## config.mk

```make
export PLATFORM = sky130hd
export DESIGN_NAME = dtc_timer_ctrl
export DESIGN_NICKNAME = d
export VERILOG_FILES = /design/src/dtc_pkg.sv /design/src/dtc_timer_ctrl.sv
export VERILOG_INCLUDE_DIRS = /design/src
export SDC_FILE = /design/constraint.sdc
export NUM_CORES = 1
export LEC_CHECK = 0
export BUFFER_PORTS_ARGS = -buffer_cell sky130_fd_sc_hd__clkbuf_2
export CORE_ASPECT_RATIO = 0.6
export CORE_MARGIN = 1
export CORE_UTILIZATION = 60
export DETAILED_ROUTE_END_ITERATION = 16
export PLACE_DENSITY = 0.87
export SLEW_MARGIN = 15
export SYNTH_ARGS = -nofsm -noshare
export SYNTH_HDL_FRONTEND = slang
export SYNTH_SLANG_ARGS = --single-unit
```

## constraint.sdc

```tcl
create_clock -name i_core_clk -period 3.6 [get_ports i_core_clk]
set_input_delay 0.18 -clock i_core_clk [delete_from_list [all_inputs] [get_ports i_core_clk]]
set_output_delay 0.18 -clock i_core_clk [all_outputs]
set_load 0.005 [all_outputs]
```

## src/dtc_defines.svh

```systemverilog
// Constants for the dual 8-bit timer control block: offsets, fields, resets, taps.
// Assumes a byte-addressed Avalon-MM slave port with 32-bit data on one core clock.
//
// Operation
// - Each run bit stops and clears its prescaler or up counter at 0 and lets it count up at 1.
// - Bits 4 to 6 of the run control register always read back as one.
// - The second timer pair has a run control register with the same layout and behaviour.
// - Bit 7 of the run control register turns the lower compare double buffer on at 1, off at 0.
// - The mode field picks two 8-bit timers, one 16-bit timer, 8-bit PROGRAMMABLE_PULSE_MODE, or PWM plus timer.
// - PWM period code 00 is reserved and codes 01, 10, 11 give 2^6, 2^7, 2^8 source clocks.
// - Lower clock select picks the external pin, then the 1/2, 1/8 and 1/32 prescaler taps.
// - Outside 16-bit mode upper clock select picks the lower match, then 1/2, 1/32, 1/512 taps.
// - In 16-bit mode the upper counter ignores its select and counts lower counter overflows.
// - A lower compare write loads buffer and active register when buffering is off, else buffer.
// - With buffering on the buffer moves to the active register at PWM overflow or PROGRAMMABLE_PULSE_MODE start.
`ifndef DTC_DEFINES_SVH
`define DTC_DEFINES_SVH

// ==========================================================================
// Register byte offsets.
`define DTC_ADDR_W        9
`define DTC_OFF_RUN0      9'h100
`define DTC_OFF_MOD0      9'h104
`define DTC_OFF_LREG0     9'h108
`define DTC_OFF_UREG0     9'h10C
`define DTC_OFF_RUN1      9'h110
`define DTC_OFF_MOD1      9'h114
`define DTC_OFF_LREG1     9'h118
`define DTC_OFF_UREG1     9'h11C
`define DTC_OFF_CNT0      9'h120
`define DTC_OFF_CNT1      9'h124

// ==========================================================================
// Field layout and reset values.
`define DTC_RUN_RSVD_ONES 8'h70
`define DTC_RUN_RST       5'h00
`define DTC_MOD_RST       8'h00
`define DTC_TREG_RST      8'h00
`define DTC_CNT_ALL_ONES  8'hFF
`define DTC_PWM_MASK_6    8'h3F
`define DTC_PWM_MASK_7    8'h7F
`define DTC_PWM_MASK_8    8'hFF
`define DTC_PWM_MASK_RSVD 8'h00

// ==========================================================================
// Prescaler taps, given as the number of low prescaler bits that must be all ones.
`define DTC_PSC_W         9
`define DTC_TAP_HALF_W    1
`define DTC_TAP_EIGHTH_W  3
`define DTC_TAP_32ND_W    5
`define DTC_TAP_512TH_W   9

`endif

```

## src/dtc_pkg.sv

```systemverilog
// Types shared by the dual 8-bit timer control block.
// Assumes dtc_defines.svh supplies the numeric constants.
package dtc_pkg;

  // ========================================================================
  // Operating mode of a timer pair.
  typedef enum logic [1:0] {
    DTC_MODE_TIMER8  = 2'h0,
    DTC_MODE_TIMER16 = 2'h1,
    DTC_MODE_PPG     = 2'h2,
    DTC_MODE_PWM     = 2'h3
  } dtc_mode_type;

  // ========================================================================
  // Writable bits of a run control register, bit 7 then bits 3 to 0.
  typedef struct packed {
    logic lower_reg_buffer_enable;
    logic light_standby_state_keep_running;
    logic pair_prescaler_run;
    logic upper_counter_run;
    logic lower_counter_run;
  } dtc_run_type;

  // Mode register, laid out exactly as the eight register bits.
  typedef struct packed {
    dtc_mode_type pair_operating_mode;
    logic [1:0]   pwm_period_select;
    logic [1:0]   upper_clock_select;
    logic [1:0]   lower_clock_select;
  } dtc_mod_type;

endpackage

```

## src/dtc_timer_ctrl.sv

```systemverilog
// Run and mode control for two pairs of 8-bit interval timers with shared prescalers.
// Assumes a synchronous Avalon-MM master and inputs synchronous to i_core_clk.
//
// The implementer's own choice: the Avalon-MM register port.
`include "dtc_defines.svh"
`timescale 1ns/100ps
`default_nettype none

module dtc_timer_ctrl
  import dtc_pkg::*;
(
  input  wire logic                   i_core_clk,
  input  wire logic                   i_rst_n,
  input  wire logic [`DTC_ADDR_W-1:0] i_avs_address,
  input  wire logic                   i_avs_read,
  input  wire logic                   i_avs_write,
  input  wire logic [31:0]            i_avs_writedata,
  input  wire logic [3:0]             i_avs_byteenable,
  output logic      [31:0]            o_avs_readdata,
  output logic                        o_avs_waitrequest,
  input  wire logic [1:0]             i_external_count_pin,
  input  wire logic                   i_light_standby_state,
  output logic      [1:0]             o_lower_match_pulse,
  output logic      [1:0]             o_upper_match_pulse,
  output logic      [1:0]             o_pwm_period_pulse
);

  // ========================================================================
  // Storage, indexed by pair.
  dtc_run_type                 run_ff  [2];
  dtc_mod_type                 mod_ff  [2];
  logic [`DTC_PSC_W-1:0]       psc_ff  [2];
  logic [7:0]                  lcnt_ff [2];
  logic [7:0]                  ucnt_ff [2];
  logic [7:0]                  lbuf_ff [2];
  logic [7:0]                  lact_ff [2];
  logic [7:0]                  uact_ff [2];
  logic [1:0]                  ext_ff;
  logic                        wait_ff;
  logic [31:0]                 rdata_ff;

  logic [7:0]                  nxt_lcnt [2];
  logic [7:0]                  nxt_ucnt [2];
  logic [1:0]                  lmatch;
  logic [1:0]                  umatch;
  logic [1:0]                  period_end;
  logic [1:0]                  reload;
  logic [1:0]                  halt;
  logic                        wr_acc;
  logic [31:0]                 rd_value;

  // ========================================================================
  // Helpers.

  // True when the low w bits of the prescaler are all ones, one cycle in 2^w.
  function automatic logic tap(input logic [`DTC_PSC_W-1:0] v, input int w);
    logic [`DTC_PSC_W-1:0] m;
    m   = `DTC_PSC_W'((32'h0000_0001 << w) - 32'h0000_0001);
    tap = &(v | ~m);
  endfunction

  // Read image of a run register; reserved bits are forced high.
  function automatic logic [7:0] run_image(input dtc_run_type r);
    run_image = {r.lower_reg_buffer_enable, 3'h0, r.light_standby_state_keep_running,
                 r.pair_prescaler_run, r.upper_counter_run, r.lower_counter_run}
                | `DTC_RUN_RSVD_ONES;
  endfunction

  // ========================================================================
  // Bus handshake: one wait cycle, then a single-cycle low waitrequest.
  // A request is accepted only on the edge that sees waitrequest low.
  assign wr_acc = i_avs_write && !wait_ff && i_avs_byteenable[0];

  always_ff @(posedge i_core_clk or negedge i_rst_n) begin
    if (!i_rst_n) begin
      wait_ff <= 1'b1;
    end else if ((i_avs_read || i_avs_write) && wait_ff) begin
      wait_ff <= 1'b0;
    end else begin
      wait_ff <= 1'b1;
    end
  end

  // Read data are captured during the wait cycle and held until the next read.
  always_comb begin
    rd_value = 32'h0000_0000;
    case (i_avs_address)
      `DTC_OFF_RUN0:  rd_value = {24'h00_0000, run_image(run_ff[0])};
      `DTC_OFF_RUN1:  rd_value = {24'h00_0000, run_image(run_ff[1])};
      `DTC_OFF_MOD0:  rd_value = {24'h00_0000, mod_ff[0]};
      `DTC_OFF_MOD1:  rd_value = {24'h00_0000, mod_ff[1]};
      `DTC_OFF_LREG0: rd_value = {24'h00_0000, lact_ff[0]};
      `DTC_OFF_LREG1: rd_value = {24'h00_0000, lact_ff[1]};
      `DTC_OFF_UREG0: rd_value = {24'h00_0000, uact_ff[0]};
      `DTC_OFF_UREG1: rd_value = {24'h00_0000, uact_ff[1]};
      `DTC_OFF_CNT0:  rd_value = {16'h0000, ucnt_ff[0], lcnt_ff[0]};
      `DTC_OFF_CNT1:  rd_value = {16'h0000, ucnt_ff[1], lcnt_ff[1]};
      default:        rd_value = 32'h0000_0000;
    endcase
  end

  always_ff @(posedge i_core_clk or negedge i_rst_n) begin
    if (!i_rst_n) begin
      rdata_ff <= 32'h0000_0000;
    end else if (i_avs_read && wait_ff) begin
      rdata_ff <= rd_value;
    end
  end

  assign o_avs_readdata    = rdata_ff;
  assign o_avs_waitrequest = wait_ff;

  // ========================================================================
  // Run and mode registers; only byte lane 0 carries register bits.
  always_ff @(posedge i_core_clk or negedge i_rst_n) begin
    if (!i_rst_n) begin
      run_ff[0] <= `DTC_RUN_RST;
      run_ff[1] <= `DTC_RUN_RST;
      mod_ff[0] <= `DTC_MOD_RST;
      mod_ff[1] <= `DTC_MOD_RST;
    end else if (wr_acc) begin
      case (i_avs_address)
        `DTC_OFF_RUN0: run_ff[0] <= {i_avs_writedata[7], i_avs_writedata[3:0]};
        `DTC_OFF_RUN1: run_ff[1] <= {i_avs_writedata[7], i_avs_writedata[3:0]};
        `DTC_OFF_MOD0: mod_ff[0] <= i_avs_writedata[7:0];
        `DTC_OFF_MOD1: mod_ff[1] <= i_avs_writedata[7:0];
        default: ;
      endcase
    end
  end

  // ========================================================================
  // Compare registers. A reload takes the old buffer, so a write in the same
  // cycle lands in the buffer and waits for the next period.
  always_ff @(posedge i_core_clk or negedge i_rst_n) begin
    if (!i_rst_n) begin
      for (int p = 0; p < 2; p++) begin
        lbuf_ff[p] <= `DTC_TREG_RST;
        lact_ff[p] <= `DTC_TREG_RST;
        uact_ff[p] <= `DTC_TREG_RST;
      end
    end else begin
      for (int p = 0; p < 2; p++) begin
        if (reload[p]) begin
          lact_ff[p] <= lbuf_ff[p];
        end
      end
      if (wr_acc) begin
        case (i_avs_address)
          `DTC_OFF_LREG0: begin
            lbuf_ff[0] <= i_avs_writedata[7:0];
            if (!run_ff[0].lower_reg_buffer_enable) begin
              lact_ff[0] <= i_avs_writedata[7:0];
            end
          end
          // The second pair buffers its lower compare exactly as the first.
          `DTC_OFF_LREG1: begin
            lbuf_ff[1] <= i_avs_writedata[7:0];
            if (!run_ff[1].lower_reg_buffer_enable) begin
              lact_ff[1] <= i_avs_writedata[7:0];
            end
          end
          `DTC_OFF_UREG0: uact_ff[0] <= i_avs_writedata[7:0];
          `DTC_OFF_UREG1: uact_ff[1] <= i_avs_writedata[7:0];
          default: ;
        endcase
      end
    end
  end

  // ========================================================================
  // Prescalers and the external pin edge detector.
  always_ff @(posedge i_core_clk or negedge i_rst_n) begin
    if (!i_rst_n) begin
      psc_ff[0] <= '0;
      psc_ff[1] <= '0;
      ext_ff    <= 2'h0;
    end else begin
      ext_ff <= i_external_count_pin;
      for (int p = 0; p < 2; p++) begin
        // Standby only freezes a prescaler; clearing it is left to the stop bit.
        if (!run_ff[p].pair_prescaler_run) begin
          psc_ff[p] <= '0;
        end else if (!halt[p]) begin
          psc_ff[p] <= psc_ff[p] + `DTC_PSC_W'(1);
        end
      end
    end
  end

  // ========================================================================
  // Counting and compare. Ticks are gated by the run bits and by standby.
  always_comb begin
    logic        lt;
    logic        ut;
    logic        lov;
    logic [7:0]  l_inc;
    logic [7:0]  u_inc;
    logic [7:0]  pmask;
    logic [15:0] w_inc;
    // Scratch values start from zero so no path leaves them unassigned.
    lt    = 1'b0;
    ut    = 1'b0;
    lov   = 1'b0;
    l_inc = 8'h00;
    u_inc = 8'h00;
    pmask = 8'h00;
    w_inc = 16'h0000;
    for (int p = 0; p < 2; p++) begin
      halt[p] = i_light_standby_state && !run_ff[p].light_standby_state_keep_running;
      l_inc   = lcnt_ff[p] + 8'h01;
      u_inc   = ucnt_ff[p] + 8'h01;
      w_inc   = {ucnt_ff[p], lcnt_ff[p]} + 16'h0001;
      case (mod_ff[p].lower_clock_select)
        2'h0:    lt = i_external_count_pin[p] && !ext_ff[p];
        2'h1:    lt = tap(psc_ff[p], `DTC_TAP_HALF_W);
        2'h2:    lt = tap(psc_ff[p], `DTC_TAP_EIGHTH_W);
        default: lt = tap(psc_ff[p], `DTC_TAP_32ND_W);
      endcase
      lt = lt && run_ff[p].lower_counter_run && !halt[p];
      case (mod_ff[p].pwm_period_select)
        2'h1:    pmask = `DTC_PWM_MASK_6;
        2'h2:    pmask = `DTC_PWM_MASK_7;
        2'h3:    pmask = `DTC_PWM_MASK_8;
        default: pmask = `DTC_PWM_MASK_RSVD;
      endcase
      lov           = lt && (lcnt_ff[p] == `DTC_CNT_ALL_ONES);
      lmatch[p]     = lt && (l_inc == lact_ff[p]);
      period_end[p] = 1'b0;
      nxt_lcnt[p]   = lt ? l_inc : lcnt_ff[p];
      case (mod_ff[p].pair_operating_mode)
        DTC_MODE_TIMER8: begin
          if (lmatch[p]) nxt_lcnt[p] = 8'h00;
        end
        DTC_MODE_TIMER16: begin
          // The carry out of the lower byte must enter the compare, or the
          // match would land one full upper step late.
          lmatch[p] = lt && (w_inc == {uact_ff[p], lact_ff[p]});
          if (lmatch[p]) nxt_lcnt[p] = 8'h00;
        end
        DTC_MODE_PPG: begin
          period_end[p] = lt && (l_inc == uact_ff[p]);
          if (period_end[p]) nxt_lcnt[p] = 8'h00;
        end
        DTC_MODE_PWM: begin
          // A reserved period code never ends a period, so no reload happens.
          period_end[p] = lt && (pmask != 8'h00) && ((lcnt_ff[p] | ~pmask) == `DTC_CNT_ALL_ONES);
          if (period_end[p]) nxt_lcnt[p] = 8'h00;
        end
        default: ;
      endcase
      if (!run_ff[p].lower_counter_run) nxt_lcnt[p] = 8'h00;
      reload[p] = run_ff[p].lower_reg_buffer_enable && period_end[p];
      if (mod_ff[p].pair_operating_mode == DTC_MODE_TIMER16) begin
        ut = lov;
      end else begin
        case (mod_ff[p].upper_clock_select)
          2'h0:    ut = lmatch[p];
          2'h1:    ut = tap(psc_ff[p], `DTC_TAP_HALF_W);
          2'h2:    ut = tap(psc_ff[p], `DTC_TAP_32ND_W);
          default: ut = tap(psc_ff[p], `DTC_TAP_512TH_W);
        endcase
      end
      ut          = ut && run_ff[p].upper_counter_run && !halt[p];
      umatch[p]   = 1'b0;
      nxt_ucnt[p] = ut ? u_inc : ucnt_ff[p];
      case (mod_ff[p].pair_operating_mode)
        DTC_MODE_TIMER16: begin
          if (lmatch[p]) nxt_ucnt[p] = 8'h00;
        end
        DTC_MODE_PPG: nxt_ucnt[p] = 8'h00; // The upper register sets the period here.
        default: begin
          umatch[p] = ut && (u_inc == uact_ff[p]);
          if (umatch[p]) nxt_ucnt[p] = 8'h00;
        end
      endcase
      if (!run_ff[p].upper_counter_run) nxt_ucnt[p] = 8'h00;
    end
  end

  // Counter state and registered event pulses.
  always_ff @(posedge i_core_clk or negedge i_rst_n) begin
    if (!i_rst_n) begin
      for (int p = 0; p < 2; p++) begin
        lcnt_ff[p] <= 8'h00;
        ucnt_ff[p] <= 8'h00;
      end
      o_lower_match_pulse <= 2'h0;
      o_upper_match_pulse <= 2'h0;
      o_pwm_period_pulse  <= 2'h0;
    end else begin
      for (int p = 0; p < 2; p++) begin
        lcnt_ff[p] <= nxt_lcnt[p];
        ucnt_ff[p] <= nxt_ucnt[p];
      end
      o_lower_match_pulse <= lmatch;
      o_upper_match_pulse <= umatch;
      o_pwm_period_pulse  <= period_end;
    end
  end

endmodule

`default_nettype wire

```

* After elaboration in Yosys (flattened, before gate mapping)
Cells that the tools add are included.
** Word-level totals
- Memories kept :: 0
- Word-level logic and storage cells :: 207
- Bits in read-only memories :: 0
- Bits in latches :: 0
- Register bits after elaboration :: 165
- Memory bits (writable) :: 0
** Cells by class
- Reduce and logical (&&, ||, !) cells :: 64
- Divide/modulo/power cells :: 0
- Add/sub/neg operators :: 8
- Multiply operators :: 0
- Eq/ne operators :: 44
- Muxes and demuxes :: 51
- Shift operators :: 0
- Bitwise logic cells :: 4
- $lt $le $gt $ge :: 0
** Operators by type and width (count)
- $mux 8 :: 26
- $pmux 16 s10 :: 1
- $eq 9x9->1 const B :: 10
- $pmux 8 s4 :: 2
- $eq 8x8->1 :: 6
- $pmux 8 s3 :: 2
- $mux 9 :: 4
- $add 16x1->16 const B :: 2
- $add 8x1->8 const B :: 4
- $eq 16x16->1 :: 2
- $eq 8x8->1 const B :: 4
- $logic_and 1x1->1 :: 32
- $pmux 8 s2 :: 2
- $eq 2x2->1 const B :: 12
- $add 9x1->9 const B :: 2
- $reduce_and 9->1 :: 2
- $eq 2x1->1 const B :: 8
- $mux 16 :: 1
- $not 8->8 :: 2
- $or 8x8->8 :: 2
- $reduce_and 2->1 :: 8
- $reduce_bool 8->1 :: 2
- $logic_not 2->1 :: 6
- $pmux 1 s3 :: 4
- 8 further kinds :: 25

* Longest topological paths before layout
Gate-level depths: netlist (run 1).
- Word-level depth :: 15
- Gate-level depth with buffers :: 13

* Worst setup path after synthesis (run 1)
OpenSTA, ideal clock, no wires.
- Path type :: register to register
- From :: register psc_ff[0] (netlist name)
- To :: register lact_ff[2] (netlist name)
- Slack :: 0.767 ns
- Setup time :: 0.126 ns
- Data required time :: 3.474 ns
- Arrival time :: 2.707 ns
- Stages on the path, launching flop included :: 11
- Cell sequence :: dfrtp_1 ha_1 and3_1 ha_1 mux2i_1 a221oi_4 nand4_1 nor4_2 a31oi_2 mux2_4 a221o_1
** On the way
- Word-level cells in the longest chain between the ends :: 12
** RTL lines
- from (decl) :: RTL line dtc_timer_ctrl.sv:32 : logic [`DTC_PSC_W-1:0] psc_ff [2];
- from (signal, indexed assignment) :: RTL line dtc_timer_ctrl.sv:185 : psc_ff[p] <= psc_ff[p] + `DTC_PSC_W'(1);
- $reduce_and 5->1 / $reduce_and 3->1 (equally long branches) :: RTL line dtc_timer_ctrl.sv:59 : tap = &(v | ~m);
- $pmux 1 s3 (*) :: RTL line dtc_timer_ctrl.sv:214 : case (mod_ff[p].lower_clock_select)
- $logic_and 1x1->1 (*) (2 in series) :: RTL line dtc_timer_ctrl.sv:220 : lt = lt && run_ff[p].lower_counter_run && !halt[p];
- $logic_and 1x1->1 (2 in series) :: RTL line dtc_timer_ctrl.sv:247 : period_end[p] = lt && (pmask != 8'h00) && ((lcnt_ff[p] | ~pmask) == `DTC_CNT_ALL_ONES);
- $pmux 1 s2 (*) :: RTL line dtc_timer_ctrl.sv:231 : case (mod_ff[p].pair_operating_mode)
- $logic_and 1x1->1 (*) :: RTL line dtc_timer_ctrl.sv:253 : reload[p] = run_ff[p].lower_reg_buffer_enable && period_end[p];
- $mux 8 (*) :: RTL line dtc_timer_ctrl.sv:144 : if (reload[p]) begin
- $mux 8 :: RTL line dtc_timer_ctrl.sv:159 : if (!run_ff[1].lower_reg_buffer_enable) begin
- $mux 8 :: RTL line dtc_timer_ctrl.sv:149 : case (i_avs_address)
- $mux 16 (*) :: RTL line dtc_timer_ctrl.sv:148 : if (wr_acc) begin
- to (signal, indexed assignment) :: RTL line dtc_timer_ctrl.sv:139 : lact_ff[p] <= `DTC_TREG_RST;
- to (signal, indexed assignment) :: RTL line dtc_timer_ctrl.sv:145 : lact_ff[p] <= lbuf_ff[p];
- to (decl) :: RTL line dtc_timer_ctrl.sv:36 : logic [7:0] lact_ff [2];
Mark *: on every way between the ends. The rest lies on a longest branch, timed or not.
A chain may end at the register's enable or synchronous reset.

==> run_summary.xml, run 1 <==
<?xml version="1.0" encoding="UTF-8"?>
<metrics>
  <group name="timing">
    <metric name="finalClockSkew" unit="ps">14.2</metric>
    <metric name="max_freq" unit="MHz">296</metric>
    <metric name="final-max-slew-violation-count" unit="">0</metric>
    <metric name="timing.max_slew.rel_slack" unit="%">44.1</metric>
    <metric name="final.min_clock_period" unit="ps">3380</metric>
    <metric name="tns" unit="ps">0</metric>
    <metric name="setup_slack" unit="ps">218</metric>
    <metric name="timing.final.hold_violations" unit="">0</metric>
    <metric name="report.final.setup_viol" unit="">0</metric>
    <metric name="layout_worst_path_cycle_share" unit="%">93.9</metric>
    <metric name="unrepaired_setup_endpoints_after_global_routing" unit="">false</metric>
    <metric name="tightestPinTransition" unit="ps">836</metric>
  </group>
  <group name="power_and_ir_drop">
    <metric name="leakage" unit="nW">4.57</metric>
    <metric name="power.density" unit="nW/um2">402</metric>
    <metric name="post-layout-total-power" unit="mW">4.15</metric>
    <metric name="ir_drop" unit="uV">299</metric>
  </group>
  <group name="global_route">
    <metric name="total_grt_usage" unit="%">35.5</metric>
    <metric name="global_route.overflow_total" unit="">0</metric>
    <metric name="grt_pass1_wl" unit="um">42800</metric>
    <metric name="first_global_vias" unit="">7596</metric>
    <metric name="grt_start_max_net_pins" unit="">89</metric>
    <metric name="antenna_found_initial" unit="">0</metric>
  </group>
  <group name="route">
    <metric name="drt-pass1-iter-count" unit="">5</metric>
    <metric name="ant_nets" unit="">0</metric>
    <metric name="route.vias.total" unit="">8156</metric>
    <metric name="drt-wirelength-per-cell" unit="um">22.7</metric>
    <metric name="via_per_inst" unit="">6.74</metric>
    <metric name="drt_first_iter_violations" unit="">1121</metric>
    <metric name="route.detailed.drc" unit="">0</metric>
    <metric name="route.final.wire_length" unit="um">27400</metric>
  </group>
  <group name="floorplan">
    <metric name="initial_cell_density_of_the_core" unit="%">62.7</metric>
    <metric name="rows" unit="">34</metric>
    <metric name="core" unit="um2">14800</metric>
    <metric name="boundaryPins" unit="">91</metric>
    <metric name="design.die.area" unit="um2">16000</metric>
    <metric name="chipHeight" unit="um">98.3</metric>
    <metric name="die-width" unit="um">163</metric>
  </group>
  <group name="cells_and_area">
    <metric name="drive_gt1_share" unit="%">17.8</metric>
    <metric name="layout.filler_cells" unit="">1102</metric>
    <metric name="area_delta_synth_final" unit="%">11.3</metric>
    <metric name="finish.instance_area" unit="um2">10300</metric>
    <metric name="finalNetCount" unit="">1073</metric>
    <metric name="diodes" unit="">0</metric>
    <metric name="fin_util" unit="%">69.8</metric>
  </group>
  <group name="worst_setup_path">
    <metric name="worst_ep_required_time" unit="ps">3940</metric>
    <metric name="critical_path.startpoint_type" unit="">register</metric>
    <metric name="timing.critical_path.fanout_max" unit="">16</metric>
    <metric name="sort_of_element_at_the_end_of_the_critical_path" unit="">register</metric>
    <metric name="ff2ff_setup_slack" unit="ps">220</metric>
    <metric name="critPathArrivalTime" unit="ps">3720</metric>
    <metric name="path_class" unit="">reg2reg</metric>
  </group>
  <group name="clock_tree">
    <metric name="clock-root-buffer" unit="">sky130_fd_sc_hd__clkbuf_16</metric>
    <metric name="clkSlewWorstSetupHoldPaths" unit="ps">70</metric>
    <metric name="h-tree-depth" unit="">4</metric>
    <metric name="numClockSinks" unit="">149</metric>
    <metric name="clock_tree.buffer_depth" unit="">2</metric>
    <metric name="latest_clock_arrival_within_the_worst_skew_pair" unit="ps">440</metric>
    <metric name="post_cts_resize_count" unit="">0</metric>
    <metric name="cts-buffers-inserted" unit="">17</metric>
    <metric name="cts_tree" unit="">built</metric>
  </group>
  <group name="logic_synthesis">
    <metric name="ys_seq_elements" unit="">149</metric>
    <metric name="synthDistinctLibCells" unit="">79</metric>
    <metric name="yosysTopAreaCell" unit="">sky130_fd_sc_hd__dfrtp_1</metric>
    <metric name="synth_ff_type" unit="">sky130_fd_sc_hd__dfrtp_1</metric>
    <metric name="synth_area_leaders" unit="">sky130_fd_sc_hd__dfrtp_1 (40%), sky130_fd_sc_hd__mux2_2 (6.1%), sky130_fd_sc_hd__xnor2_1 (5.2%), sky130_fd_sc_hd__nand2_1 (4.4%), sky130_fd_sc_hd__ha_1 (2.7%)</metric>
    <metric name="synth.cell_area" unit="um2">9280</metric>
    <metric name="synth-async-reset-ratio" unit="%">100</metric>
    <metric name="post_synth_inst_count" unit="">960</metric>
    <metric name="synth-seq-area-share" unit="%">40.2</metric>
    <metric name="synth.top_cell.area_share" unit="%">39.9</metric>
    <metric name="synth_edf_count" unit="">0</metric>
    <metric name="synth_warnings" unit="">0</metric>
    <metric name="syn-mean-instance-area" unit="um2">9.67</metric>
  </group>
  <group name="placement">
    <metric name="half_perimeter_wire_length_after_detailed_placement" unit="um">19300</metric>
    <metric name="routabilityCongestion" unit="">1.01</metric>
    <metric name="post_dp_cell_area" unit="um2">9650</metric>
    <metric name="post-place-ws" unit="ps">204</metric>
    <metric name="buffer_ports.inserted" unit="">47</metric>
  </group>
  <group name="worst_hold_path">
    <metric name="min-delay-path-class" unit="">in2reg</metric>
  </group>
  <group name="flow_run">
    <metric name="cap_viol_max_count" unit="">0</metric>
  </group>
  <group name="status">
    <metric name="run_status" unit="">complete, no violations</metric>
  </group>
</metrics>
==> cells by family (layout without fill, tap and decap cells) <==
group	count (synthesis)	count (layout)	share of synthesized area, %
other	1	16	0.0404
muxes	63	63	7.52
and+or+nand+nor	352	352	19.6
adders and majority gates	20	20	2.70
AOI/OAI and AO/OA	193	193	15.7
DFF	149	149	40.2
buffers and inverters	93	130	4.68
xor gates and xnor gates	89	89	9.63
==> power by group <==
part / internal (mW) / switching (mW) / leakage (nW) / total (mW)
Clock: 1.15 / 0.745 / 0.292 / 1.90
Combinational: 0.195 / 0.259 / 2.24 / 0.454
Sequential: 1.71 / 0.0842 / 2.03 / 1.80
==> synth_stat cells (4+ instances only) <==
| master | instances |
|---|---|
| sky130_fd_sc_hd__dfrtp_1 | 148 |
| sky130_fd_sc_hd__nand2_1 | 108 |
| sky130_fd_sc_hd__xnor2_1 | 55 |
| sky130_fd_sc_hd__mux2_2 | 50 |
| sky130_fd_sc_hd__nor2_1 | 50 |
| sky130_fd_sc_hd__nor3_1 | 36 |
| sky130_fd_sc_hd__o21ai_0 | 35 |
| sky130_fd_sc_hd__clkbuf_1 | 32 |
| sky130_fd_sc_hd__nand3_1 | 32 |
| sky130_fd_sc_hd__inv_1 | 26 |
| sky130_fd_sc_hd__xor2_1 | 26 |
| sky130_fd_sc_hd__a22oi_1 | 21 |
| sky130_fd_sc_hd__ha_1 | 20 |
| sky130_fd_sc_hd__a21oi_1 | 18 |
| sky130_fd_sc_hd__and3_1 | 18 |
| sky130_fd_sc_hd__buf_4 | 17 |
| sky130_fd_sc_hd__a221oi_1 | 16 |
| sky130_fd_sc_hd__and2_1 | 16 |
| sky130_fd_sc_hd__nand2b_1 | 16 |
| sky130_fd_sc_hd__a211oi_1 | 14 |
| sky130_fd_sc_hd__buf_2 | 14 |
| sky130_fd_sc_hd__a22o_1 | 12 |
| sky130_fd_sc_hd__mux2i_1 | 12 |
| sky130_fd_sc_hd__nand4_1 | 12 |
| sky130_fd_sc_hd__or3_1 | 12 |
| sky130_fd_sc_hd__a21boi_0 | 10 |
| sky130_fd_sc_hd__nor2b_1 | 10 |
| sky130_fd_sc_hd__o221a_2 | 8 |
| sky130_fd_sc_hd__or4_1 | 8 |
| sky130_fd_sc_hd__nor4_1 | 7 |
| sky130_fd_sc_hd__a31oi_1 | 6 |
| sky130_fd_sc_hd__o211ai_1 | 5 |
| sky130_fd_sc_hd__o21a_1 | 5 |
| sky130_fd_sc_hd__o31ai_1 | 5 |
| sky130_fd_sc_hd__xnor3_1 | 5 |
| sky130_fd_sc_hd__a211o_1 | 4 |
| sky130_fd_sc_hd__nor3b_1 | 4 |
==> metal layers <==
metal,track usage (%),vias to the layer above,wire [um]
li1,-,3552,-
met1,52.8,3982,11800
met2,50.3,569,11500
met3,10.0,53,3640
met4,9.78,0,495
met5,0,-,0
==> layout make-up <==
class,count,area (um2),area share (%)
clock buffer,18,429,4.16
multi-input combinational,733,5170,50.1
timing repair buffer,74,469,4.54
tap,198,248,2.40
clock inverter,12,180,1.74
inverter,26,97.6,0.945
sequential,149,3730,36.1
==> sequential cells by signal, summed over array words and instances (netlist names) <==
register / count
ext_ff: 2
lact_ff: 16
lbuf_ff: 16
lcnt_ff: 16
mod_ff: 16
o_avs_readdata: 16
o_avs_waitrequest: 1
o_lower_match_pulse: 2
o_pwm_period_pulse: 2
o_upper_match_pulse: 2
psc_ff: 18
run_ff: 10
uact_ff: 16
ucnt_ff: 16
==> path summary, 6_finish.rpt <==
| kind | start | end | cells after the start |
|---|---|---|---|
| worst max-delay path | lcnt_ff[0] | ucnt_ff[5] | 8 |
| worst min-delay path | i_avs_writedata[5] | lbuf_ff[5] | 3 |
| worst max register to register | lcnt_ff[0] | ucnt_ff[5] | 8 |
| worst min register to register | lbuf_ff[6] | lbuf_ff[6] | 2 |
| max in group asynchronous | i_rst_n | mod_ff[13] | 3 |
| min in group asynchronous | i_rst_n | ucnt_ff[4] | 2 |
==> placed cells by master, fill, tap and decap left out, types with 14 or more instances in the layout <==
master / netlist / layout
sky130_fd_sc_hd__mux2_2: 50 / 50
sky130_fd_sc_hd__dfrtp_1: 148 / 148
sky130_fd_sc_hd__xor2_1: 26 / 26
sky130_fd_sc_hd__nor3_1: 36 / 36
sky130_fd_sc_hd__ha_1: 20 / 20
sky130_fd_sc_hd__conb_1: 1 / 16
sky130_fd_sc_hd__inv_1: 26 / 26
sky130_fd_sc_hd__a221oi_1: 16 / 16
sky130_fd_sc_hd__a211oi_1: 14 / 14
sky130_fd_sc_hd__buf_4: 17 / 21
sky130_fd_sc_hd__nand2_1: 108 / 108
sky130_fd_sc_hd__clkbuf_2: 3 / 46
sky130_fd_sc_hd__a21oi_1: 18 / 18
sky130_fd_sc_hd__and3_1: 18 / 18
sky130_fd_sc_hd__nand2b_1: 16 / 16
sky130_fd_sc_hd__nor2_1: 50 / 50
sky130_fd_sc_hd__nand3_1: 32 / 32
sky130_fd_sc_hd__xnor2_1: 55 / 55
sky130_fd_sc_hd__o21ai_0: 35 / 35
sky130_fd_sc_hd__clkbuf_16: 0 / 17
sky130_fd_sc_hd__a22oi_1: 21 / 21
sky130_fd_sc_hd__and2_1: 16 / 16
==> metrics by stage <==
stage / std cells / hold slack [ps]
floorplan: 975 / -116
global placement: 1173 / 302
detailed placement: 1173 / 307
CTS: 1208 / 152
global route: 1210 / 167
finish: 1210 / 172
==> worst max-delay path, cell delays in order (launching register included) <==
cell and delay (ps):
sky130_fd_sc_hd__dfrtp_1 500, sky130_fd_sc_hd__ha_1 350, sky130_fd_sc_hd__and3_1 280, sky130_fd_sc_hd__nand3_1 210, sky130_fd_sc_hd__a221o_1 430, sky130_fd_sc_hd__nor4b_4 380
sky130_fd_sc_hd__a31oi_2 390, sky130_fd_sc_hd__or4_1 510, sky130_fd_sc_hd__a211oi_1 240
==> timing repair <==
action / CTS / global route
setup buffers: 0 / 2
hold buffers: 5 / 0
setup endpoints to repair: 0 / 3
endpoints found under the hold margin: 89 / 0
Note: power is estimated with default switching activity, not from simulation.
==> run 2, diff against run 1 <==
--- a/config.mk
+++ b/config.mk
@@ -7,11 +7,13 @@
 export NUM_CORES = 1
 export LEC_CHECK = 0
 export BUFFER_PORTS_ARGS = -buffer_cell sky130_fd_sc_hd__clkbuf_2
+export CAP_MARGIN = 20
 export CORE_ASPECT_RATIO = 0.6
 export CORE_MARGIN = 1
 export CORE_UTILIZATION = 60
 export DETAILED_ROUTE_END_ITERATION = 16
 export PLACE_DENSITY = 0.87
+export SETUP_SLACK_MARGIN = 0.02
 export SLEW_MARGIN = 15
 export SYNTH_ARGS = -nofsm -noshare
 export SYNTH_HDL_FRONTEND = slang
==> constraint.sdc (replaced) <==
create_clock -name i_core_clk -period 3.3 [get_ports i_core_clk]
set_input_delay 0.165 -clock i_core_clk [delete_from_list [all_inputs] [get_ports i_core_clk]]
set_output_delay 0.165 -clock i_core_clk [all_outputs]
set_load 0.005 [all_outputs]
==> run_summary.xml, run 2 (synthesis results as in run 1) <==
<?xml version="1.0" encoding="UTF-8"?>
<metrics>
  <group name="cells_and_area">
    <metric name="mostFrequentLayoutCells" unit="">sky130_fd_sc_hd__dfrtp_1 (148), sky130_fd_sc_hd__nand2_1 (108), sky130_fd_sc_hd__xnor2_1 (55), sky130_fd_sc_hd__nor2_1 (50), sky130_fd_sc_hd__mux2_2 (50)</metric>
    <metric name="diodes" unit="">0</metric>
    <metric name="layout.filler_cells" unit="">1109</metric>
    <metric name="top_register" unit="">psc_ff</metric>
    <metric name="drive_gt1_share" unit="%">19.5</metric>
    <metric name="finish.instance_area" unit="um2">10400</metric>
    <metric name="flip_flop_count_of_the_largest_register_after_layout" unit="">18</metric>
    <metric name="finalNetCount" unit="">1088</metric>
    <metric name="area_delta_synth_final" unit="%">12.4</metric>
    <metric name="layout_commonest_cell" unit="">sky130_fd_sc_hd__dfrtp_1</metric>
  </group>
  <group name="placement">
    <metric name="post_dp_cell_area" unit="um2">9740</metric>
    <metric name="post-place-ws" unit="ps">45.2</metric>
    <metric name="half_perimeter_wire_length_after_detailed_placement" unit="um">19200</metric>
    <metric name="routabilityCongestion" unit="">1.01</metric>
    <metric name="buffer_ports.inserted" unit="">47</metric>
  </group>
  <group name="worst_setup_path">
    <metric name="timing.critical_path.to" unit="">lcnt_ff[1]</metric>
    <metric name="timing.critical_path.from" unit="">psc_ff[1]</metric>
    <metric name="timing.critical_path.fanout_max" unit="">8</metric>
    <metric name="worst_ep_required_time" unit="ps">3650</metric>
    <metric name="timing.reg2reg.worst_path_depth" unit="">12</metric>
    <metric name="ff2ff_setup_slack" unit="ps">190</metric>
    <metric name="sort_of_element_at_the_end_of_the_critical_path" unit="">register</metric>
    <metric name="r2r_start" unit="">psc_ff[1]</metric>
    <metric name="path_class" unit="">reg2reg</metric>
    <metric name="rr_endpoint" unit="">lcnt_ff[1]</metric>
    <metric name="critPathArrivalTime" unit="ps">3460</metric>
    <metric name="critical_path.startpoint_type" unit="">register</metric>
  </group>
  <group name="route">
    <metric name="drt-wirelength-per-cell" unit="um">21.9</metric>
    <metric name="route.vias.total" unit="">7952</metric>
    <metric name="route.detailed.drc" unit="">0</metric>
    <metric name="drt_first_iter_violations" unit="">1077</metric>
    <metric name="drt-pass1-iter-count" unit="">7</metric>
    <metric name="via_per_inst" unit="">6.48</metric>
    <metric name="route.final.wire_length" unit="um">26900</metric>
    <metric name="ant_nets" unit="">0</metric>
  </group>
  <group name="clock_tree">
    <metric name="cts_tree" unit="">built</metric>
    <metric name="h-tree-depth" unit="">4</metric>
    <metric name="clkSlewWorstSetupHoldPaths" unit="ps">70</metric>
    <metric name="numClockSinks" unit="">149</metric>
    <metric name="clock-root-buffer" unit="">sky130_fd_sc_hd__clkbuf_16</metric>
    <metric name="latest_clock_arrival_within_the_worst_skew_pair" unit="ps">440</metric>
    <metric name="clock_tree.buffer_depth" unit="">2</metric>
    <metric name="cts-buffers-inserted" unit="">17</metric>
  </group>
  <group name="power_and_ir_drop">
    <metric name="netSwitchingFraction" unit="%">29.6</metric>
    <metric name="power.share.clock" unit="%">43.6</metric>
    <metric name="leakage" unit="nW">4.63</metric>
    <metric name="switching_power" unit="mW">1.30</metric>
    <metric name="sequentialPowerShare" unit="%">44.4</metric>
    <metric name="power.combinational.fraction" unit="%">12.1</metric>
    <metric name="internal_power" unit="mW">3.10</metric>
    <metric name="power.density" unit="nW/um2">422</metric>
    <metric name="ir_drop" unit="uV">287</metric>
  </group>
  <group name="floorplan">
    <metric name="design.die.area" unit="um2">16000</metric>
    <metric name="die-width" unit="um">163</metric>
    <metric name="initial_cell_density_of_the_core" unit="%">62.7</metric>
    <metric name="boundaryPins" unit="">91</metric>
    <metric name="chipHeight" unit="um">98.3</metric>
    <metric name="rows" unit="">34</metric>
    <metric name="core" unit="um2">14800</metric>
  </group>
  <group name="worst_hold_path">
    <metric name="min-delay-path-class" unit="">in2reg</metric>
  </group>
  <group name="timing">
    <metric name="report.final.setup_viol" unit="">0</metric>
    <metric name="tightestPinTransition" unit="ps">830</metric>
    <metric name="max_freq" unit="MHz">322</metric>
    <metric name="timing.max_slew.rel_slack" unit="%">44.4</metric>
    <metric name="finalClockSkew" unit="ps">14.6</metric>
    <metric name="final-max-slew-violation-count" unit="">0</metric>
    <metric name="timing.final.hold_violations" unit="">0</metric>
    <metric name="setup_slack" unit="ps">194</metric>
    <metric name="layout_worst_path_cycle_share" unit="%">94.1</metric>
    <metric name="final.min_clock_period" unit="ps">3110</metric>
  </group>
  <group name="status">
    <metric name="run_status" unit="">complete, no violations</metric>
  </group>
  <group name="global_route">
    <metric name="grt_pass1_wl" unit="um">42100</metric>
    <metric name="grt_start_max_net_pins" unit="">84</metric>
    <metric name="global_route.overflow_total" unit="">0</metric>
    <metric name="first_global_vias" unit="">7383</metric>
    <metric name="total_grt_usage" unit="%">35.0</metric>
    <metric name="antenna_found_initial" unit="">1</metric>
  </group>
  <group name="flow_run">
    <metric name="cap_viol_max_count" unit="">0</metric>
  </group>
</metrics>
-- run 2: changes by cell type in the layout (fill, tap and decap cells not counted), sizes merged --
cell / change
bufinv: -4
inv: +8
buf: +14
clkinv: -1
-- run 2: timing repair --
action / CTS / global route
hold buffers: 5 / 0
endpoints found under the setup margin: 0 / 12
setup buffers: 0 / 5
endpoints found under the hold margin: 84 / 0
gates resized for setup: 0 / 5
-- run 2: how the worst min path moves through the flow --
stage,startpoint,to,slack [ps],depth (start not counted)
global route,i_avs_writedata[5],lbuf_ff[5],160,3
finish,i_avs_writedata[5],lbuf_ff[5],130,3
global placement,i_rst_n,ucnt_ff[3],270,1
CTS,i_avs_writedata[5],lbuf_ff[5],110,3
detailed placement,i_rst_n,ucnt_ff[4],270,1
floorplan,i_rst_n,ext_ff[0],-130,0
-- run 2: power by group through the flow --
stage	Clock, mW	Combinational [mW]	Sequential (mW)
floorplan	0	0.393	1.92
global placement	0	0.489	1.98
detailed placement	0	0.496	1.98
CTS	1.93	0.509	1.95
global route	2.02	0.569	1.96
finish	1.92	0.531	1.96
-- run 2: routing by layer --
| layer | up-vias | routed length [um] | GRT usage (%) |
|---|---|---|---|
| met5 | - | 13 | 0 |
| li1 | 3578 | - | - |
| met3 | 55 | 3460 | 14.4 |
| met1 | 3870 | 12000 | 51.5 |
| met4 | 2 | 450 | 9.35 |
| met2 | 447 | 11000 | 47.0 |
-- run 2: layout make-up --
type / instances / area (um2) / share of cell area, %
Clock buffer: 17 / 425 / 4.08
Clock inverter: 15 / 158 / 1.51
Inverter: 26 / 97.6 / 0.935
Multi-Input combinational cell: 733 / 5200 / 49.8
Sequential cell: 149 / 3730 / 35.7
Tap cell: 198 / 248 / 2.37
Timing Repair Buffer: 89 / 582 / 5.57
-- run 2: through the flow --
step | utilization (%) | cells | setup TNS (ps) | hold slack [ps] | total power, mW
after floorplan | - | 975 | 0 | -131 | 2.32
after global placement | 65.8 | 1185 | 0 | 268 | 2.47
after detailed placement | 65.8 | 1185 | 0 | 268 | 2.48
after CTS | 70.1 | 1222 | 0 | 107 | 4.39
after global routing | 70.5 | 1227 | -12.1 | 156 | 4.55
final | 70.5 | 1227 | 0 | 132 | 4.41
-- run 2: worst max-delay path: stages (launching register included) --
cell and delay, ps:
sky130_fd_sc_hd__dfrtp_1 400, sky130_fd_sc_hd__ha_1 200, sky130_fd_sc_hd__and3_1 220, sky130_fd_sc_hd__ha_1 220, sky130_fd_sc_hd__mux2i_1 240, sky130_fd_sc_hd__a221oi_4 110
sky130_fd_sc_hd__buf_4 190, sky130_fd_sc_hd__buf_4 160, sky130_fd_sc_hd__a41oi_1 300, sky130_fd_sc_hd__nor3_1 80, sky130_fd_sc_hd__a31oi_1 610, sky130_fd_sc_hd__nand3_1 140
sky130_fd_sc_hd__nor2_1 140
==> run 3, diff against run 2 <==
--- a/config.mk
+++ b/config.mk
@@ -10,9 +10,9 @@
 export CAP_MARGIN = 20
 export CORE_ASPECT_RATIO = 0.6
 export CORE_MARGIN = 1
-export CORE_UTILIZATION = 60
+export CORE_UTILIZATION = 50
 export DETAILED_ROUTE_END_ITERATION = 16
-export PLACE_DENSITY = 0.87
+export PLACE_DENSITY = 0.75
 export SETUP_SLACK_MARGIN = 0.02
 export SLEW_MARGIN = 15
 export SYNTH_ARGS = -nofsm -noshare
==> run_summary.xml, run 3 (synthesis results as in run 1) <==
<?xml version="1.0" encoding="UTF-8"?>
<metrics>
  <group name="status">
    <metric name="run_status" unit="">complete, no violations</metric>
  </group>
  <group name="cells_and_area">
    <metric name="drive_gt1_share" unit="%">18.9</metric>
    <metric name="fin_util" unit="%">57.5</metric>
    <metric name="finish.instance_area" unit="um2">10400</metric>
    <metric name="finalNetCount" unit="">1084</metric>
    <metric name="layout.filler_cells" unit="">1559</metric>
    <metric name="multiInputGateArea" unit="um2">5200</metric>
    <metric name="layout_commonest_cell" unit="">sky130_fd_sc_hd__dfrtp_1</metric>
    <metric name="top_register" unit="">psc_ff</metric>
    <metric name="area_delta_synth_final" unit="%">12.2</metric>
    <metric name="flip_flop_count_of_the_largest_register_after_layout" unit="">18</metric>
    <metric name="area.sequential" unit="um2">3730</metric>
    <metric name="diodes" unit="">0</metric>
    <metric name="mostFrequentLayoutCells" unit="">sky130_fd_sc_hd__dfrtp_1 (148), sky130_fd_sc_hd__nand2_1 (108), sky130_fd_sc_hd__xnor2_1 (55), sky130_fd_sc_hd__nor2_1 (50), sky130_fd_sc_hd__mux2_2 (50)</metric>
  </group>
  <group name="floorplan">
    <metric name="rows" unit="">38</metric>
    <metric name="die-width" unit="um">178</metric>
    <metric name="design.die.area" unit="um2">19100</metric>
    <metric name="chipHeight" unit="um">108</metric>
    <metric name="core" unit="um2">18100</metric>
    <metric name="boundaryPins" unit="">91</metric>
    <metric name="initial_cell_density_of_the_core" unit="%">51.2</metric>
  </group>
  <group name="worst_setup_path">
    <metric name="path_cells" unit="">ha_2 -&gt; nand3_2 -&gt; o21a_1 -&gt; or4_1 -&gt; a2111oi_2 -&gt; buf_4 -&gt; a22o_1 -&gt; nand2_1 -&gt; o221a_2</metric>
    <metric name="timing.critical_path.fanout_max" unit="">8</metric>
    <metric name="worst_path_max_delay_cell" unit="">sky130_fd_sc_hd__or4_1</metric>
    <metric name="critPathArrivalTime" unit="ps">3490</metric>
    <metric name="worst_path_buffer_plus_inverter_count" unit="">1</metric>
    <metric name="path_class" unit="">reg2reg</metric>
    <metric name="sort_of_element_at_the_end_of_the_critical_path" unit="">register</metric>
    <metric name="worst_ep_required_time" unit="ps">3620</metric>
    <metric name="critical_path.startpoint_type" unit="">register</metric>
    <metric name="timing.reg2reg.worst_path_depth" unit="">9</metric>
    <metric name="critical_path.top_delay_family" unit="">compound AO/OA/AOI/OAI gates</metric>
    <metric name="cpPeakStageDelay" unit="ps">500</metric>
    <metric name="timing.critical_path.depth" unit="">9</metric>
  </group>
  <group name="flow_run">
    <metric name="cap_viol_max_count" unit="">0</metric>
  </group>
  <group name="power_and_ir_drop">
    <metric name="sequentialPowerShare" unit="%">45.7</metric>
    <metric name="internal_power" unit="mW">3.15</metric>
    <metric name="ir_drop" unit="uV">364</metric>
    <metric name="power.density" unit="nW/um2">410</metric>
    <metric name="switching_power" unit="mW">1.12</metric>
    <metric name="power.share.clock" unit="%">42.8</metric>
    <metric name="power.combinational.fraction" unit="%">11.6</metric>
    <metric name="netSwitchingFraction" unit="%">26.3</metric>
    <metric name="leakage" unit="nW">4.59</metric>
  </group>
  <group name="timing">
    <metric name="tightestPinTransition" unit="ps">810</metric>
    <metric name="final-max-slew-violation-count" unit="">0</metric>
    <metric name="timing.max_slew.rel_slack" unit="%">45.8</metric>
    <metric name="tns" unit="ps">0</metric>
    <metric name="layout_worst_path_cycle_share" unit="%">96.0</metric>
    <metric name="max_freq" unit="MHz">316</metric>
    <metric name="unrepaired_setup_endpoints_after_global_routing" unit="">false</metric>
    <metric name="finalClockSkew" unit="ps">11.8</metric>
    <metric name="timing.final.hold_violations" unit="">0</metric>
    <metric name="report.final.setup_viol" unit="">0</metric>
    <metric name="final.min_clock_period" unit="ps">3170</metric>
  </group>
  <group name="route">
    <metric name="route.vias.total" unit="">7897</metric>
    <metric name="drt_first_iter_violations" unit="">1090</metric>
    <metric name="route.final.wire_length" unit="um">26600</metric>
    <metric name="route.detailed.drc" unit="">0</metric>
    <metric name="ant_nets" unit="">0</metric>
    <metric name="drt-pass1-iter-count" unit="">8</metric>
    <metric name="drt-wirelength-per-cell" unit="um">21.1</metric>
    <metric name="via_per_inst" unit="">6.26</metric>
  </group>
  <group name="global_route">
    <metric name="grt_start_max_net_pins" unit="">87</metric>
    <metric name="global_route.overflow_total" unit="">0</metric>
    <metric name="antenna_found_initial" unit="">0</metric>
    <metric name="grt_pass1_wl" unit="um">41800</metric>
    <metric name="first_global_vias" unit="">7204</metric>
    <metric name="total_grt_usage" unit="%">29.5</metric>
  </group>
  <group name="placement">
    <metric name="routabilityCongestion" unit="">0.980</metric>
    <metric name="half_perimeter_wire_length_after_detailed_placement" unit="um">19500</metric>
    <metric name="buffer_ports.inserted" unit="">47</metric>
    <metric name="post_dp_cell_area" unit="um2">9800</metric>
  </group>
  <group name="clock_tree">
    <metric name="cts_tree" unit="">built</metric>
    <metric name="numClockSinks" unit="">149</metric>
    <metric name="clock-root-buffer" unit="">sky130_fd_sc_hd__clkbuf_16</metric>
    <metric name="h-tree-depth" unit="">4</metric>
    <metric name="clkSlewWorstSetupHoldPaths" unit="ps">60</metric>
    <metric name="clock_tree.buffer_depth" unit="">2</metric>
    <metric name="postCtsSetupRepairBufs" unit="">0</metric>
    <metric name="latest_clock_arrival_within_the_worst_skew_pair" unit="ps">440</metric>
    <metric name="cts-buffers-inserted" unit="">17</metric>
  </group>
  <group name="worst_hold_path">
    <metric name="min-delay-path-class" unit="">in2reg</metric>
    <metric name="holdPathStages" unit="">3</metric>
  </group>
</metrics>
-- run 3: power groups by stage --
stage / sequential [mW] / clock [mW] / combinational, mW
global placement: 1.97 / 0 / 0.475
CTS: 1.95 / 1.84 / 0.489
finish: 1.95 / 1.83 / 0.493
detailed placement: 1.98 / 0 / 0.481
floorplan: 1.92 / 0 / 0.393
global route: 1.95 / 1.91 / 0.550
-- run 3: what timing repair did --
item | CTS | global route
endpoints found under the setup margin | 0 | 10
hold endpoints to repair | 88 | 0
hold buffers | 5 | 0
resized for setup | 0 | 4
-- run 3: worst paths after layout --
path | to | slack [ps] | startpoint
max in group asynchronous | o_avs_waitrequest | 2180 | i_rst_n
min in group asynchronous | o_upper_match_pulse[1] | 310 | i_rst_n
worst min register to register | o_avs_readdata[14] | 480 | o_avs_readdata[14]
worst min-delay path | lbuf_ff[7] | 140 | i_avs_writedata[7]
worst max-delay path | lact_ff[13] | 130 | lcnt_ff[9]
worst max register to register | lact_ff[13] | 130 | lcnt_ff[9]
-- run 3: stage by stage --
step                instances  setup WS (ps)  hold slack [ps]  total power, mW
finish                   1262            133              144             4.27
global route             1262           26.6              133             4.42
CTS                      1262           50.4              117             4.27
detailed placement       1228            104              257             2.46
global placement         1228           82.5              260             2.45
floorplan                 975            467             -131             2.32
-- run 3: worst min-delay path: stages --
cell	delay, ps
sky130_fd_sc_hd__clkbuf_2	220
sky130_fd_sc_hd__nand2_1	110
sky130_fd_sc_hd__nand2_1	50
-- run 3: metal layers --
metal / track usage, % / vias to the layer above / routed length (um) / share of wire [%]
li1: - / 3565 / - / -
met1: 44.7 / 3888 / 12400 / 47
met2: 39.6 / 416 / 10600 / 40
met3: 10.2 / 28 / 3260 / 12
met4: 6.47 / 0 / 252 / 0.95
met5: 0 / - / 0 / 0
-- run 3: final cells by class --
class	count	area share, %
clock buffer	20	4.38
clock inverter	9	0.793
inverter	26	0.937
multi-input combinational	733	49.9
sequential	149	35.8
tap	240	2.88
timing repair buffer	85	5.30
